[config.mk]
export PLATFORM = sky130hd
export DESIGN_NAME = msc_ctrl
export DESIGN_NICKNAME = d
export VERILOG_FILES = /design/src/hw/msc_pkg.sv /design/src/hw/msc_offdelay.sv /design/src/hw/msc_timer.sv /design/src/hw/msc_ctrl.sv
export SDC_FILE = /design/constraint.sdc
export NUM_CORES = 1
export LEC_CHECK = 0
export BUFFER_PORTS_ARGS = -buffer_cell sky130_fd_sc_hd__buf_2
export CORE_MARGIN = 2
export CORE_UTILIZATION = 45
export DETAILED_ROUTE_END_ITERATION = 10
export HOLD_SLACK_MARGIN = 0.06
export RECOVER_POWER = 100
export SETUP_SLACK_MARGIN = 0.4
export SYNTH_ARGS = -nofsm -noshare
export SYNTH_HDL_FRONTEND = slang
export SYNTH_SLANG_ARGS = --single-unit
[constraint.sdc]
create_clock -name clk_i -period 17.1 [get_ports clk_i]
set_input_delay 1.71 -clock clk_i [delete_from_list [all_inputs] [get_ports clk_i]]
set_output_delay 1.71 -clock clk_i [all_outputs]
set_load 0.02 [all_outputs]
[src/hw/msc_pkg.sv]
package msc_pkg;
   // Clock and base tick
   localparam int unsigned CLK_HZ         = 10000000;
   localparam int unsigned TICK_MS        = 10;
   localparam int unsigned TICK_CYC       = CLK_HZ / 1000 * TICK_MS;
   // Timer units, in 10 ms ticks
   localparam int unsigned STEP_50MS_TK   = 5;
   localparam int unsigned SEC_TK         = 100;
   localparam int unsigned MIN_TK         = 6000;
   localparam int unsigned HOUR_TK        = 360000;
   localparam int unsigned DAYS3_TK       = 25920000;
   localparam int unsigned STEP_5S_TK     = 500;
   // Register byte offsets
   localparam logic [7:0] REG_CTRL        = 8'h00;
   localparam logic [7:0] REG_TSENS       = 8'h04;
   localparam logic [7:0] REG_TESPE       = 8'h08;
   localparam logic [7:0] REG_TMUTE       = 8'h0C;
   localparam logic [7:0] REG_TDEL        = 8'h10;
   localparam logic [7:0] REG_TMDO        = 8'h14;
   localparam logic [7:0] REG_STAT        = 8'h18;
   // CTRL fields
   localparam int unsigned CTRL_MODE_BIT  = 0;
   localparam int unsigned CTRL_OVR_BIT   = 1;
   localparam int unsigned CTRL_DIS_BIT   = 2;
   localparam int unsigned CTRL_MON_BIT   = 3;
   localparam int unsigned CTRL_CUR_BIT   = 4;
   localparam int unsigned CTRL_CUR2_BIT  = 5;
   // TMUTE fields: value in [5:0], unit in [9:8]
   localparam int unsigned TMUTE_UNIT_LSB = 8;
   // Reset values
   localparam logic [5:0]  CTRL_RST       = 6'h1A;
   localparam logic [7:0]  TSENS_RST      = 8'h50;
   localparam logic [7:0]  TESPE_RST      = 8'h64;
   localparam logic [9:0]  TMUTE_RST      = 10'h105;
   localparam logic [7:0]  TDEL_RST       = 8'h05;
   localparam logic [7:0]  TMDO_RST       = 8'h01;
   typedef enum logic [1:0] {MSC_U_SEC, MSC_U_MIN, MSC_U_HOUR, MSC_U_3DAY} msc_unit_e;
endpackage : msc_pkg

[src/hw/msc_offdelay.sv]
`timescale 1ns/1ns
`default_nettype none
module msc_offdelay
   import msc_pkg::*;
#(
   parameter int unsigned N = 5
) (
   input  wire logic         clk_i,
   input  wire logic         rst_i,
   input  wire logic         tick_i,
   input  wire logic [7:0]   delay_i,
   input  wire logic [N-1:0] raw_i,
   output logic      [N-1:0] held_o
);
   // Each input stays active for delay_i ticks after it drops
   genvar g;
   generate
      for (g = 0; g < N; g++) begin : g_ch
         logic [7:0] cnt_r;
         wire        run = (cnt_r != 8'h00);
         always_ff @(posedge clk_i) begin
            if (rst_i)
               cnt_r <= 8'h00;
            else if (raw_i[g])
               cnt_r <= delay_i;
            else if (tick_i && run)
               cnt_r <= cnt_r - 8'h01;
         end
         assign held_o[g] = raw_i[g] | run;
      end
   endgenerate
endmodule : msc_offdelay
`default_nettype wire

[src/hw/msc_timer.sv]
`timescale 1ns/1ns
`default_nettype none
module msc_timer (
   input  wire logic        clk_i,
   input  wire logic        rst_i,
   input  wire logic        tick_i,
   input  wire logic        run_i,
   input  wire logic [31:0] limit_i,
   output logic             expired_o
);
   // Counts ticks while run_i is high; clears when it falls
   logic [31:0] cnt_r;
   always_ff @(posedge clk_i) begin
      if (rst_i || !run_i)
         cnt_r <= 32'h0;
      else if (tick_i && cnt_r < limit_i)
         cnt_r <= cnt_r + 32'h1;
   end
   assign expired_o = run_i && (cnt_r >= limit_i);
endmodule : msc_timer
`default_nettype wire

[src/hw/msc_ctrl.sv]
// Contract
// - Four-sensor: mute only if A and B activate within pairing window.
// - Four-sensor: success needs all four sensors active together once.
// - Four-sensor: mute ends when C or D drops, or max mute time.
// - Four-sensor is bidirectional: D,C lead and B,A end.
// - Four-sensor needs no external enable input.
// - Four-sensor mutes primary curtain only; L-type may mute either or both.
// - L-type unidirectional: both sensors first, mute holds while curtain interrupted.
// - L-type: mute only if A and B activate within pairing window.
// - L-type ends on gap time exceeded, curtain clear, or max mute time.
// - Pairing window and gap time 50 ms..10 s, 0.05 s steps; 4 s, 5 s.
// - Max mute 0-63 s/min/h or 3 days, default 5 min.
// - Off-delay 0..2.55 s in 0.01 s steps, default 50 ms.
// - Override max 0..20 min in 5 s steps, default 5 s.
// - Mute-dependent override selectable, on by default.
// - L-type disable inputs, when enabled, must both be high to mute.
// - Off-delay applies to sensor inputs and curtain signal.
// - Override ends at its max time or when curtain clears.
// - After a disable drop, restart only after both disables were low.
// - With monitoring, gap time bounds mute-to-interrupt and clear-to-end.
`timescale 1ns/1ns
`default_nettype none
module msc_ctrl
   import msc_pkg::*;
(
   input  wire logic        clk_i,
   input  wire logic        rst_i,
   input  wire logic        wb_cyc_i,
   input  wire logic        wb_stb_i,
   input  wire logic        wb_we_i,
   input  wire logic [7:0]  wb_adr_i,
   input  wire logic [31:0] wb_dat_i,
   input  wire logic [3:0]  wb_sel_i,
   output logic      [31:0] wb_dat_o,
   output logic             wb_ack_o,
   input  wire logic        mute_sensor_a_i,
   input  wire logic        mute_sensor_b_i,
   input  wire logic        mute_sensor_c_i,
   input  wire logic        mute_sensor_d_i,
   input  wire logic        curtain_blocked_i,
   input  wire logic        curtain2_blocked_i,
   input  wire logic        disable_a_i,
   input  wire logic        disable_b_i,
   input  wire logic        start_btn_i,
   output logic             mute_primary_o,
   output logic             mute_secondary_o,
   output logic             override_o,
   output logic             safety_out_o,
   output logic             timeout_o
);
   typedef enum logic [2:0] {MSC_IDLE, MSC_PAIR, MSC_MUTE, MSC_LOCK} msc_state_e;

   // Registers
   logic [5:0]  ctrl_r;
   logic [7:0]  tsens_r, tespe_r, tdel_r, tmdo_r;
   logic [9:0]  tmute_r;
   logic        ack_r;
   logic [31:0] rdat_r;
   msc_state_e  state_r;
   logic        rev_r, all4_r, ovr_r, dis_arm_r, ok_r, seen_int_r, tout_r;

   // Base tick divider
   logic [$clog2(TICK_CYC)-1:0] div_r;
   wire tick = (div_r == ($clog2(TICK_CYC))'(TICK_CYC - 1));
   always_ff @(posedge clk_i) begin
      if (rst_i || tick)
         div_r <= '0;
      else
         div_r <= div_r + 1'b1;
   end

   // Off-delayed sensor and curtain levels
   logic [5:0] held;
   msc_offdelay #(.N(6)) u_del (
      .clk_i   (clk_i),
      .rst_i   (rst_i),
      .tick_i  (tick),
      .delay_i (tdel_r),
      .raw_i   ({curtain2_blocked_i, curtain_blocked_i, mute_sensor_d_i,
                 mute_sensor_c_i, mute_sensor_b_i, mute_sensor_a_i}),
      .held_o  (held)
   );
   wire sa = held[0];
   wire sb = held[1];
   wire sc = held[2];
   wire sd = held[3];
   wire cur1 = held[4];
   wire cur2 = held[5];

   // Configuration decode
   wire mode_l   = ctrl_r[CTRL_MODE_BIT];
   wire ovr_en   = ctrl_r[CTRL_OVR_BIT];
   wire dis_en   = ctrl_r[CTRL_DIS_BIT] && mode_l;
   wire mon_en   = ctrl_r[CTRL_MON_BIT];
   wire mute_c1  = ctrl_r[CTRL_CUR_BIT] || !mode_l;
   wire mute_c2  = ctrl_r[CTRL_CUR2_BIT] && mode_l;
   wire cur_any  = (mute_c1 && cur1) || (mute_c2 && cur2);

   // Time limits in ticks
   wire [31:0] sens_lim = 32'(tsens_r) * STEP_50MS_TK;
   wire [31:0] espe_lim = 32'(tespe_r) * STEP_50MS_TK;
   wire [31:0] mdo_lim  = 32'(tmdo_r) * STEP_5S_TK;
   wire [31:0] unit_tk  = (tmute_r[TMUTE_UNIT_LSB +: 2] == 2'(MSC_U_SEC))  ? 32'(SEC_TK) :
                          (tmute_r[TMUTE_UNIT_LSB +: 2] == 2'(MSC_U_MIN))  ? 32'(MIN_TK) : 32'(HOUR_TK);
   wire [31:0] mute_lim = (tmute_r[TMUTE_UNIT_LSB +: 2] == 2'(MSC_U_3DAY)) ? 32'(DAYS3_TK)
                          : 32'(tmute_r[5:0]) * unit_tk;

   // Sequence decode; lead pair and trailing pair swap with direction
   wire lead1 = rev_r ? sd : sa;
   wire lead2 = rev_r ? sc : sb;
   wire trl1  = rev_r ? sb : sc;
   wire trl2  = rev_r ? sa : sd;
   wire any_lead_fwd = sa || sb;
   wire any_lead_rev = !mode_l && (sc || sd);
   wire pair_done = lead1 && lead2;
   wire dis_ok  = !dis_en || (disable_a_i && disable_b_i && dis_arm_r);

   // Timers
   logic sens_exp, mute_exp, espe_exp, mdo_exp;
   wire in_mute  = (state_r == MSC_MUTE);
   wire espe_run = in_mute && mon_en && (mode_l ? (!cur_any) : (!seen_int_r || !cur_any));
   msc_timer u_sens (.clk_i(clk_i), .rst_i(rst_i), .tick_i(tick), .run_i(state_r == MSC_PAIR),
                     .limit_i(sens_lim), .expired_o(sens_exp));
   msc_timer u_mute (.clk_i(clk_i), .rst_i(rst_i), .tick_i(tick), .run_i(in_mute),
                     .limit_i(mute_lim), .expired_o(mute_exp));
   msc_timer u_espe (.clk_i(clk_i), .rst_i(rst_i), .tick_i(tick), .run_i(espe_run),
                     .limit_i(espe_lim), .expired_o(espe_exp));
   msc_timer u_mdo  (.clk_i(clk_i), .rst_i(rst_i), .tick_i(tick), .run_i(ovr_r),
                     .limit_i(mdo_lim), .expired_o(mdo_exp));

   // Mute end conditions
   wire end_4s = !trl1 || !trl2 || (!lead1 && !lead2 && !trl1);
   wire end_l  = !cur_any && seen_int_r;
   wire end_any = mute_exp || espe_exp || !dis_ok || (mode_l ? end_l : (seen_int_r && end_4s));

   // Sequencer
   msc_state_e state_nxt;
   always_comb begin
      state_nxt = state_r;
      unique case (state_r)
         MSC_IDLE: begin
            if ((any_lead_fwd || any_lead_rev) && dis_ok) begin
               state_nxt = MSC_PAIR;
            end
         end
         MSC_PAIR: begin
            if (pair_done && dis_ok) begin
               state_nxt = MSC_MUTE;
            end else if (sens_exp || !dis_ok) begin
               state_nxt = MSC_LOCK;
            end else if (!lead1 && !lead2) begin
               state_nxt = MSC_IDLE;
            end
         end
         MSC_MUTE: begin
            if (end_any) begin
               state_nxt = MSC_LOCK;
            end
         end
         MSC_LOCK: begin
            // Sensors must all clear before a new passage may start
            if (!sa && !sb && !sc && !sd) begin
               state_nxt = MSC_IDLE;
            end
         end
      endcase
   end

   always_ff @(posedge clk_i) begin
      if (rst_i) begin
         state_r <= MSC_IDLE;
         rev_r   <= 1'b0;
      end else begin
         state_r <= state_nxt;
         if (state_r == MSC_IDLE)
            rev_r <= !any_lead_fwd && any_lead_rev;
      end
   end

   // Passage bookkeeping
   always_ff @(posedge clk_i) begin
      if (rst_i || state_r != MSC_MUTE) begin
         all4_r     <= 1'b0;
         seen_int_r <= 1'b0;
      end else begin
         if (sa && sb && sc && sd)
            all4_r <= 1'b1;
         if (mode_l ? cur_any : (trl1 && trl2))
            seen_int_r <= 1'b1;
      end
   end

   // Result of last mute: success or timeout
   always_ff @(posedge clk_i) begin
      if (rst_i) begin
         ok_r   <= 1'b0;
         tout_r <= 1'b0;
      end else if (in_mute && state_nxt == MSC_LOCK) begin
         ok_r   <= mode_l ? !mute_exp && !espe_exp : all4_r && !mute_exp;
         tout_r <= mute_exp;
      end
   end

   // Disable re-arm: both must have been low after a drop
   always_ff @(posedge clk_i) begin
      if (rst_i)
         dis_arm_r <= 1'b1;
      else if (!disable_a_i && !disable_b_i)
         dis_arm_r <= 1'b1;
      else if (!disable_a_i || !disable_b_i)
         dis_arm_r <= 1'b0;
   end

   // Manual override
   always_ff @(posedge clk_i) begin
      if (rst_i)
         ovr_r <= 1'b0;
      else if (ovr_r && (mdo_exp || !cur_any))
         ovr_r <= 1'b0;
      else if (ovr_en && start_btn_i && cur_any && !in_mute)
         ovr_r <= 1'b1;
   end

   // Outputs
   assign mute_primary_o   = in_mute && mute_c1;
   assign mute_secondary_o = in_mute && mute_c2;
   assign override_o       = ovr_r;
   assign timeout_o        = tout_r;
   wire c1_bad = cur1 && !(in_mute && mute_c1);
   wire c2_bad = cur2 && !(in_mute && mute_c2);
   assign safety_out_o = !((c1_bad || c2_bad) && !ovr_r);

   // Wishbone slave, one wait state
   wire req = wb_cyc_i && wb_stb_i && !ack_r;
   wire wr  = req && wb_we_i && wb_sel_i[0];
   wire wr1 = req && wb_we_i && wb_sel_i[1];
   always_ff @(posedge clk_i) begin
      if (rst_i) begin
         ctrl_r  <= CTRL_RST;
         tsens_r <= TSENS_RST;
         tespe_r <= TESPE_RST;
         tmute_r <= TMUTE_RST;
         tdel_r  <= TDEL_RST;
         tmdo_r  <= TMDO_RST;
      end else begin
         if (wr && wb_adr_i == REG_CTRL)
            ctrl_r <= wb_dat_i[5:0];
         if (wr && wb_adr_i == REG_TSENS && wb_dat_i[7:0] != 8'h00 && wb_dat_i[7:0] <= 8'hC8)
            tsens_r <= wb_dat_i[7:0];
         if (wr && wb_adr_i == REG_TESPE && wb_dat_i[7:0] != 8'h00 && wb_dat_i[7:0] <= 8'hC8)
            tespe_r <= wb_dat_i[7:0];
         if (wr && wb_adr_i == REG_TMUTE)
            tmute_r[5:0] <= wb_dat_i[5:0];
         if (wr1 && wb_adr_i == REG_TMUTE)
            tmute_r[9:6] <= {wb_dat_i[9:8], 2'b00};
         if (wr && wb_adr_i == REG_TDEL)
            tdel_r <= wb_dat_i[7:0];
         if (wr && wb_adr_i == REG_TMDO && wb_dat_i[7:0] <= 8'hF0)
            tmdo_r <= wb_dat_i[7:0];
      end
   end

   wire [31:0] stat_word = {24'h0, tout_r, ok_r, ovr_r, dis_arm_r, rev_r, 1'b0, 2'(state_r)};
   wire [31:0] rd_mux =
      (wb_adr_i == REG_CTRL)  ? {26'h0, ctrl_r}  :
      (wb_adr_i == REG_TSENS) ? {24'h0, tsens_r} :
      (wb_adr_i == REG_TESPE) ? {24'h0, tespe_r} :
      (wb_adr_i == REG_TMUTE) ? {22'h0, tmute_r[9:8], 2'b00, tmute_r[5:0]} :
      (wb_adr_i == REG_TDEL)  ? {24'h0, tdel_r}  :
      (wb_adr_i == REG_TMDO)  ? {24'h0, tmdo_r}  :
      (wb_adr_i == REG_STAT)  ? stat_word : 32'h0;

   always_ff @(posedge clk_i) begin
      if (rst_i) begin
         ack_r  <= 1'b0;
         rdat_r <= 32'h0;
      end else begin
         ack_r  <= req;
         rdat_r <= rd_mux;
      end
   end
   assign wb_ack_o = ack_r;
   assign wb_dat_o = rdat_r;
endmodule : msc_ctrl
`default_nettype wire

# Yosys cells after proc, flatten, opt, wreduce, memory -nomap -nowiden
# Index checks and enable logic that the tools add are counted.
# word_totals
output_inout_bits	38
elab_cells	250
ff_bits	282
in_bits	58
# op_classes
mul	4
n_lt_le_gt_ge	10
mux	37
bitwise	6
add_sub_neg	11
eq_ne	14
n_reduce_logical	137
# op_table
cell	n
$mux W8	17
$add A32 B1 Y32 const B	4
$logic_and A1 B1 Y1	68
$ge A32 B11 Y1	2
$lt A32 B11 Y1	2
$reduce_bool A8 Y1	7
$sub A8 B1 Y8 const B	6
$mux W19	2
$ge A32 B17 Y1	1
$ge A32 B25 Y1	1
$lt A32 B17 Y1	1
$lt A32 B25 Y1	1
$logic_not A1 Y1	26
$mul A6 B19 Y25	1
$mux W25	1
$eq A8 B5 Y1 const B	3
$logic_or A1 B1 Y1	22
$mul A8 B3 Y11 const B	2
$mux W3	6
$add A17 B1 Y17 const B	1
$eq A17 B17 Y1 const B	1
$eq A8 B4 Y1 const B	2
$le A8 B8 Y1 const B	2
$mul A8 B7 Y15 const B	1
other kinds (18)	39

# Depth between registers and ports, before layout
# depth
depth_word	16
ltp_mapped	29
ltp_nobuf	28

# By module
# Synthesis repeated with hierarchy kept, for this count alone.
# hier_totals
cells_unflattened	2595
hier_area_um2	21456.8
# modules_own_cells
mod	cells_each	instances	seq_area_each_um2	area_each_um2
msc_ctrl	983	1	1681.6	8394.3
msc_timer at u_espe ...	317	3	640.6	2532.4
msc_offdelay	346	1	960.9	2957.8
msc_timer at u_sens	315	1	640.6	2507.4

# Least setup slack after synthesis
# OpenSTA, ideal clock, no wires.
# synth_path
kind	flip-flop to flip-flop
from	register tmute_r[8]
to	register u_mute.cnt_r[15]
required_ns	16.972
path_buffers	3
setup_slack_ns	10.368
setup_time_ns	0.128
path_stages_with_launch	30
t_arrival_ns	6.604
cell_sequence	dfxtp_1 clkbuf_1 or2_2 clkbuf_1 nand2_1 fa_1 inv_1 fa_1 inv_1 fa_1 inv_1 ha_1 nor3_1 nor2_1 a31oi_1 o21bai_1 a2111o_1 a2111oi_0 o21ai_0 and3_1 ha_1 a21oi_1 o21ai_0 a211oi_1 o2111ai_1 a2111oi_2 buf_4 nand3_1 xor2_1 nor2_1
# synth_via
elab_chain_len	7
elab_cells_between_ends	9
# synth_rtl
element	line	source
start: declaration	msc_ctrl.sv:56	logic [9:0] tmute_r;
start signal: assignment	msc_ctrl.sv:255	tmute_r[9:6] <= {wb_dat_i[9:8], 2'b00};
$eq A2 B1 Y1	msc_ctrl.sv:104	(tmute_r[TMUTE_UNIT_LSB +: 2] == 2'(MSC_U_MIN)) ? 32'(MIN_TK) : 32'(HOUR_TK);
$mux W19	msc_ctrl.sv:104	
$mux W19	msc_ctrl.sv:103	wire [31:0] unit_tk = (tmute_r[TMUTE_UNIT_LSB +: 2] == 2'(MSC_U_SEC)) ? 32'(SEC_TK) :
$mul A6 B19 Y25	msc_ctrl.sv:106	: 32'(tmute_r[5:0]) * unit_tk;
$mux W25 *	msc_ctrl.sv:105	wire [31:0] mute_lim = (tmute_r[TMUTE_UNIT_LSB +: 2] == 2'(MSC_U_3DAY)) ? 32'(DAYS3_TK)
$lt A32 B25 Y1 *	msc_timer.sv:16	else if (tick_i && cnt_r < limit_i)
$logic_and A1 B1 Y1 *	msc_timer.sv:16	
end signal: assignment	msc_timer.sv:17	cnt_r <= cnt_r + 32'h1;
end: declaration	msc_timer.sv:12	logic [31:0] cnt_r;
# Mark *: on every way between the ends. The rest lies on a longest branch, timed or not.
# A chain may end at the register's enable or synchronous reset.

# Worst setup path after layout
# layout_path
from	register tmute_r[9]
to	register u_mute.cnt_r[21]
# The elaborated chain is that of the path after synthesis.

==> results.tsv <==
stage	metric	value	unit
power	ir_drop	0.0000712	V
drt	drc_errors	0	
synthesis	synthCells	2030	
power	combPwrFrac	0.083	
layout	fill_cells	3652	
sta	rsz0062_at_grt	no	
floorplan	io_pins	96	
power	power_switching	353	µW
global_route	grt_max_degree	71	
clock_tree	cts_tree	built	
synthesis	avgSynthCellArea	8.43	µm²
worst_setup_path	critPathMaxFanout	24	
floorplan	design.core.area	37600	µm²
floorplan	rows	71	
power	p_int	1060	µW
synthesis	async_flop_share	0	
layout	final_nets	2330	
worst_setup_path	required	17.51	ns
sta	relSlewSlack	-1.20	
hold_path	worstHoldPathType	reg -> reg	
sta	tns	0	ns
global_route	grt_util_all_layers	0.205	
drt	post_drt_wl_per_cell	15.3	µm
clock_tree	cts_max_level	1	
outcome	status	finished, violations left	
synthesis	yosys_warnings	0	
clock_tree	cts_resized	0	
worst_setup_path	crit_type	reg -> reg	
sta	min_period	8.08	ns
clock_tree	clock_path_buffers	3	
sta	drv_slew	106	
worst_setup_path	crit_slowest_cell	dfxtp_1	
worst_setup_path	crit_path_start_kind	flip-flop	
clock_tree	clk_pin_slew_worst_paths	0.06	ns
synthesis	ys.flop_type	dfxtp_1	
clock_tree	numCtsBuffers	30	
synthesis	ys_types	79	
synthesis	synth_top_area_frac	0.304	
clock_tree	cts_root_buf	clkbuf_16	
placed_design	place_area	17600	µm²
drt	num_vias	13600	
power	power_frac_clock	0.470	
synthesis	yosysSeqAreaShare	0.304	
floorplan	dieArea	39600	µm²
synthesis	syn_area	17100	µm²
layout	multiInputGateArea	10800	µm²
placed_design	gp_congestion	0.842	
clock_tree	post_cts_buffers	0	
synthesis	synth.most_common_cell	dfxtp_1	
power	power.share.sequential	0.447	
worst_setup_path	path_delay_family	compound AO/OA/AOI/OAI gates	
drt	vias_per_cell	5.28	
placed_design	dp_hpwl	29.5	mm
placed_design	port_buffers	49	
synthesis	synth_area_leader_cell	dfxtp_1	
clock_tree	clock_sinks	260	
layout	regArea	5200	µm²
outcome	violations	max-capacitance violations, max-slew violations	
sta	setup_violations	0	
synthesis	ys_ff_latch	260	
global_route	grt_pass1_vias	13300	
floorplan	start_util	0.456	
sta	skew	0.0302	ns
power	p_sw_frac	0.250	
drt	drt-initial-drc-count	701	
floorplan	die_y	199	µm
sta	fmax	124	MHz
synthesis	synth.top_cells.by_count	260 x dfxtp_1, 233 x nor2_1, 180 x inv_1, 174 x ha_1, 152 x nand2_1	
sta	hold_viol	0	
layout	stdcell_area	18600	µm²
layout	final_cells	2571	
power	power.leakage	0.00811	µW
global_route	grt_first_pass_wirelength	65.8	mm
drt	ant_nets	0	
placed_design	numPlacedInstances	2515	
global_route	antenna_found_initial	1	
clock_tree	clock_latency	0.59	ns
sta	worst-slew-pin-transition	3.30	ns
drt	drt-total-wl	39.2	mm
worst_setup_path	critPathBufInv	4	
layout	syn_to_final_growth	8.54	%
floorplan	die_w	199	µm
drt	drt_first_pass_iters	6	
run	maxCapViolations	2	
global_route	overflow	0	
worst_setup_path	crit_path_end_kind	flip-flop	
clock_tree	holdBufCountCts	0	
layout	layout-drive-gt1-share	0.0495	
worst_setup_path	cp.arrival	8.49	ns
synthesis	synth-edff-count	0	
power	power_density	75.8	nW/µm²
worst_setup_path	slowest_delay	0.85	ns
sta	period_share	0.473	
synthesis	synth_area_leaders	dfxtp_1 30%, ha_1 13%, fa_1 7.3%	
through the flow:
stage               setup slack, ns  hold WS, ns  power, µW   util
floorplan                     10.37        0.418        733      -
global placement               9.38        0.428        758  0.470
detailed placement             9.37        0.434        760  0.470
CTS                            9.33        0.447       1430  0.497
global route                   8.15        0.465       1470  0.494
finish                         9.02        0.444       1410  0.494
kinds of logic after synthesis:
kind of cell / after synthesis / share of synthesized area
compound gates: 352 / 0.129
xor+xnor: 95 / 0.0486
fa+ha+maj: 236 / 0.200
buf+inv: 282 / 0.0678
flops: 260 / 0.304
mux: 56 / 0.0336
other cells: 1 / 0.000219
simple gates: 748 / 0.217
placed cells by master (no fill, tap or decap), types with 7 or more instances in the layout:
master,synthesis,layout
ha_1,174,174
nor3b_1,7,7
a31oi_1,9,9
nor2b_1,16,16
dfxtp_1,260,260
and2_1,74,30
and3_1,21,22
or3_1,28,28
nand3_1,61,61
a211oi_1,14,16
and4_1,7,8
o21a_1,8,8
mux2i_1,54,54
a222oi_1,7,7
nor2_1,233,233
a22oi_1,20,20
nor3_1,41,41
conb_1,1,22
o211ai_1,8,8
a21oi_1,114,114
a21o_1,20,20
nand2_1,152,152
inv_1,180,180
clkbuf_8,0,7
nand4_1,26,28
o21ai_0,100,101
buf_2,4,32
fa_1,62,62
and2_0,0,44
clkbuf_1,68,27
clkbuf_16,0,30
xnor2_1,45,45
xor2_1,50,50
nor4_1,25,25
nand2b_1,26,26
power by group through the flow:
stage / registers (µW) / logic, µW / clock network (µW)
floorplan: 638 / 94.6 / 0
global placement: 642 / 116 / 0
detailed placement: 642 / 118 / 0
CTS: 629 / 118 / 682
global route: 631 / 131 / 706
finish: 630 / 116 / 662
state kept, by name, summed over array words and instances (netlist names), 3 cells and up:
signal            flops
tmute_r               8
tmdo_r                8
u_mute.cnt_r         32
tdel_r                8
u_del.g_ch.cnt_r     48
tsens_r               8
tespe_r               8
u_mdo.cnt_r          32
u_sens.cnt_r         32
wb_dat_o             10
ctrl_r                6
u_espe.cnt_r         32
state_r               3
div_r                17
layer usage:
metal	global-route usage	part of all wire	up-vias
li1	-	-	6930
met1	0.269	0.47	6408
met2	0.349	0.47	177
met3	0.0302	0.034	69
met4	0.0580	0.026	0
met5	0	0	-
area by class of cell:
cell class | instances | area share
multi-input combinational | 1509 | 0.580
sequential | 260 | 0.280
clock buffer | 43 | 0.0468
inverter | 181 | 0.0366
tap | 511 | 0.0344
timing repair buffer | 54 | 0.0133
clock inverter | 12 | 0.00916
antenna | 1 | 0.000135
final timing paths:
path | from | endpoint | slack [ns] | cells past startpoint
setup / recovery | tmute_r[9] | u_mute.cnt_r[21] | 9.02 | 27
hold reg to reg | div_r[0] | div_r[0] | 0.44 | 1
hold / removal | div_r[0] | div_r[0] | 0.44 | 1
setup reg to reg | tmute_r[9] | u_mute.cnt_r[21] | 9.02 | 27
No activity file was read; power rests on OpenSTA's default activity.
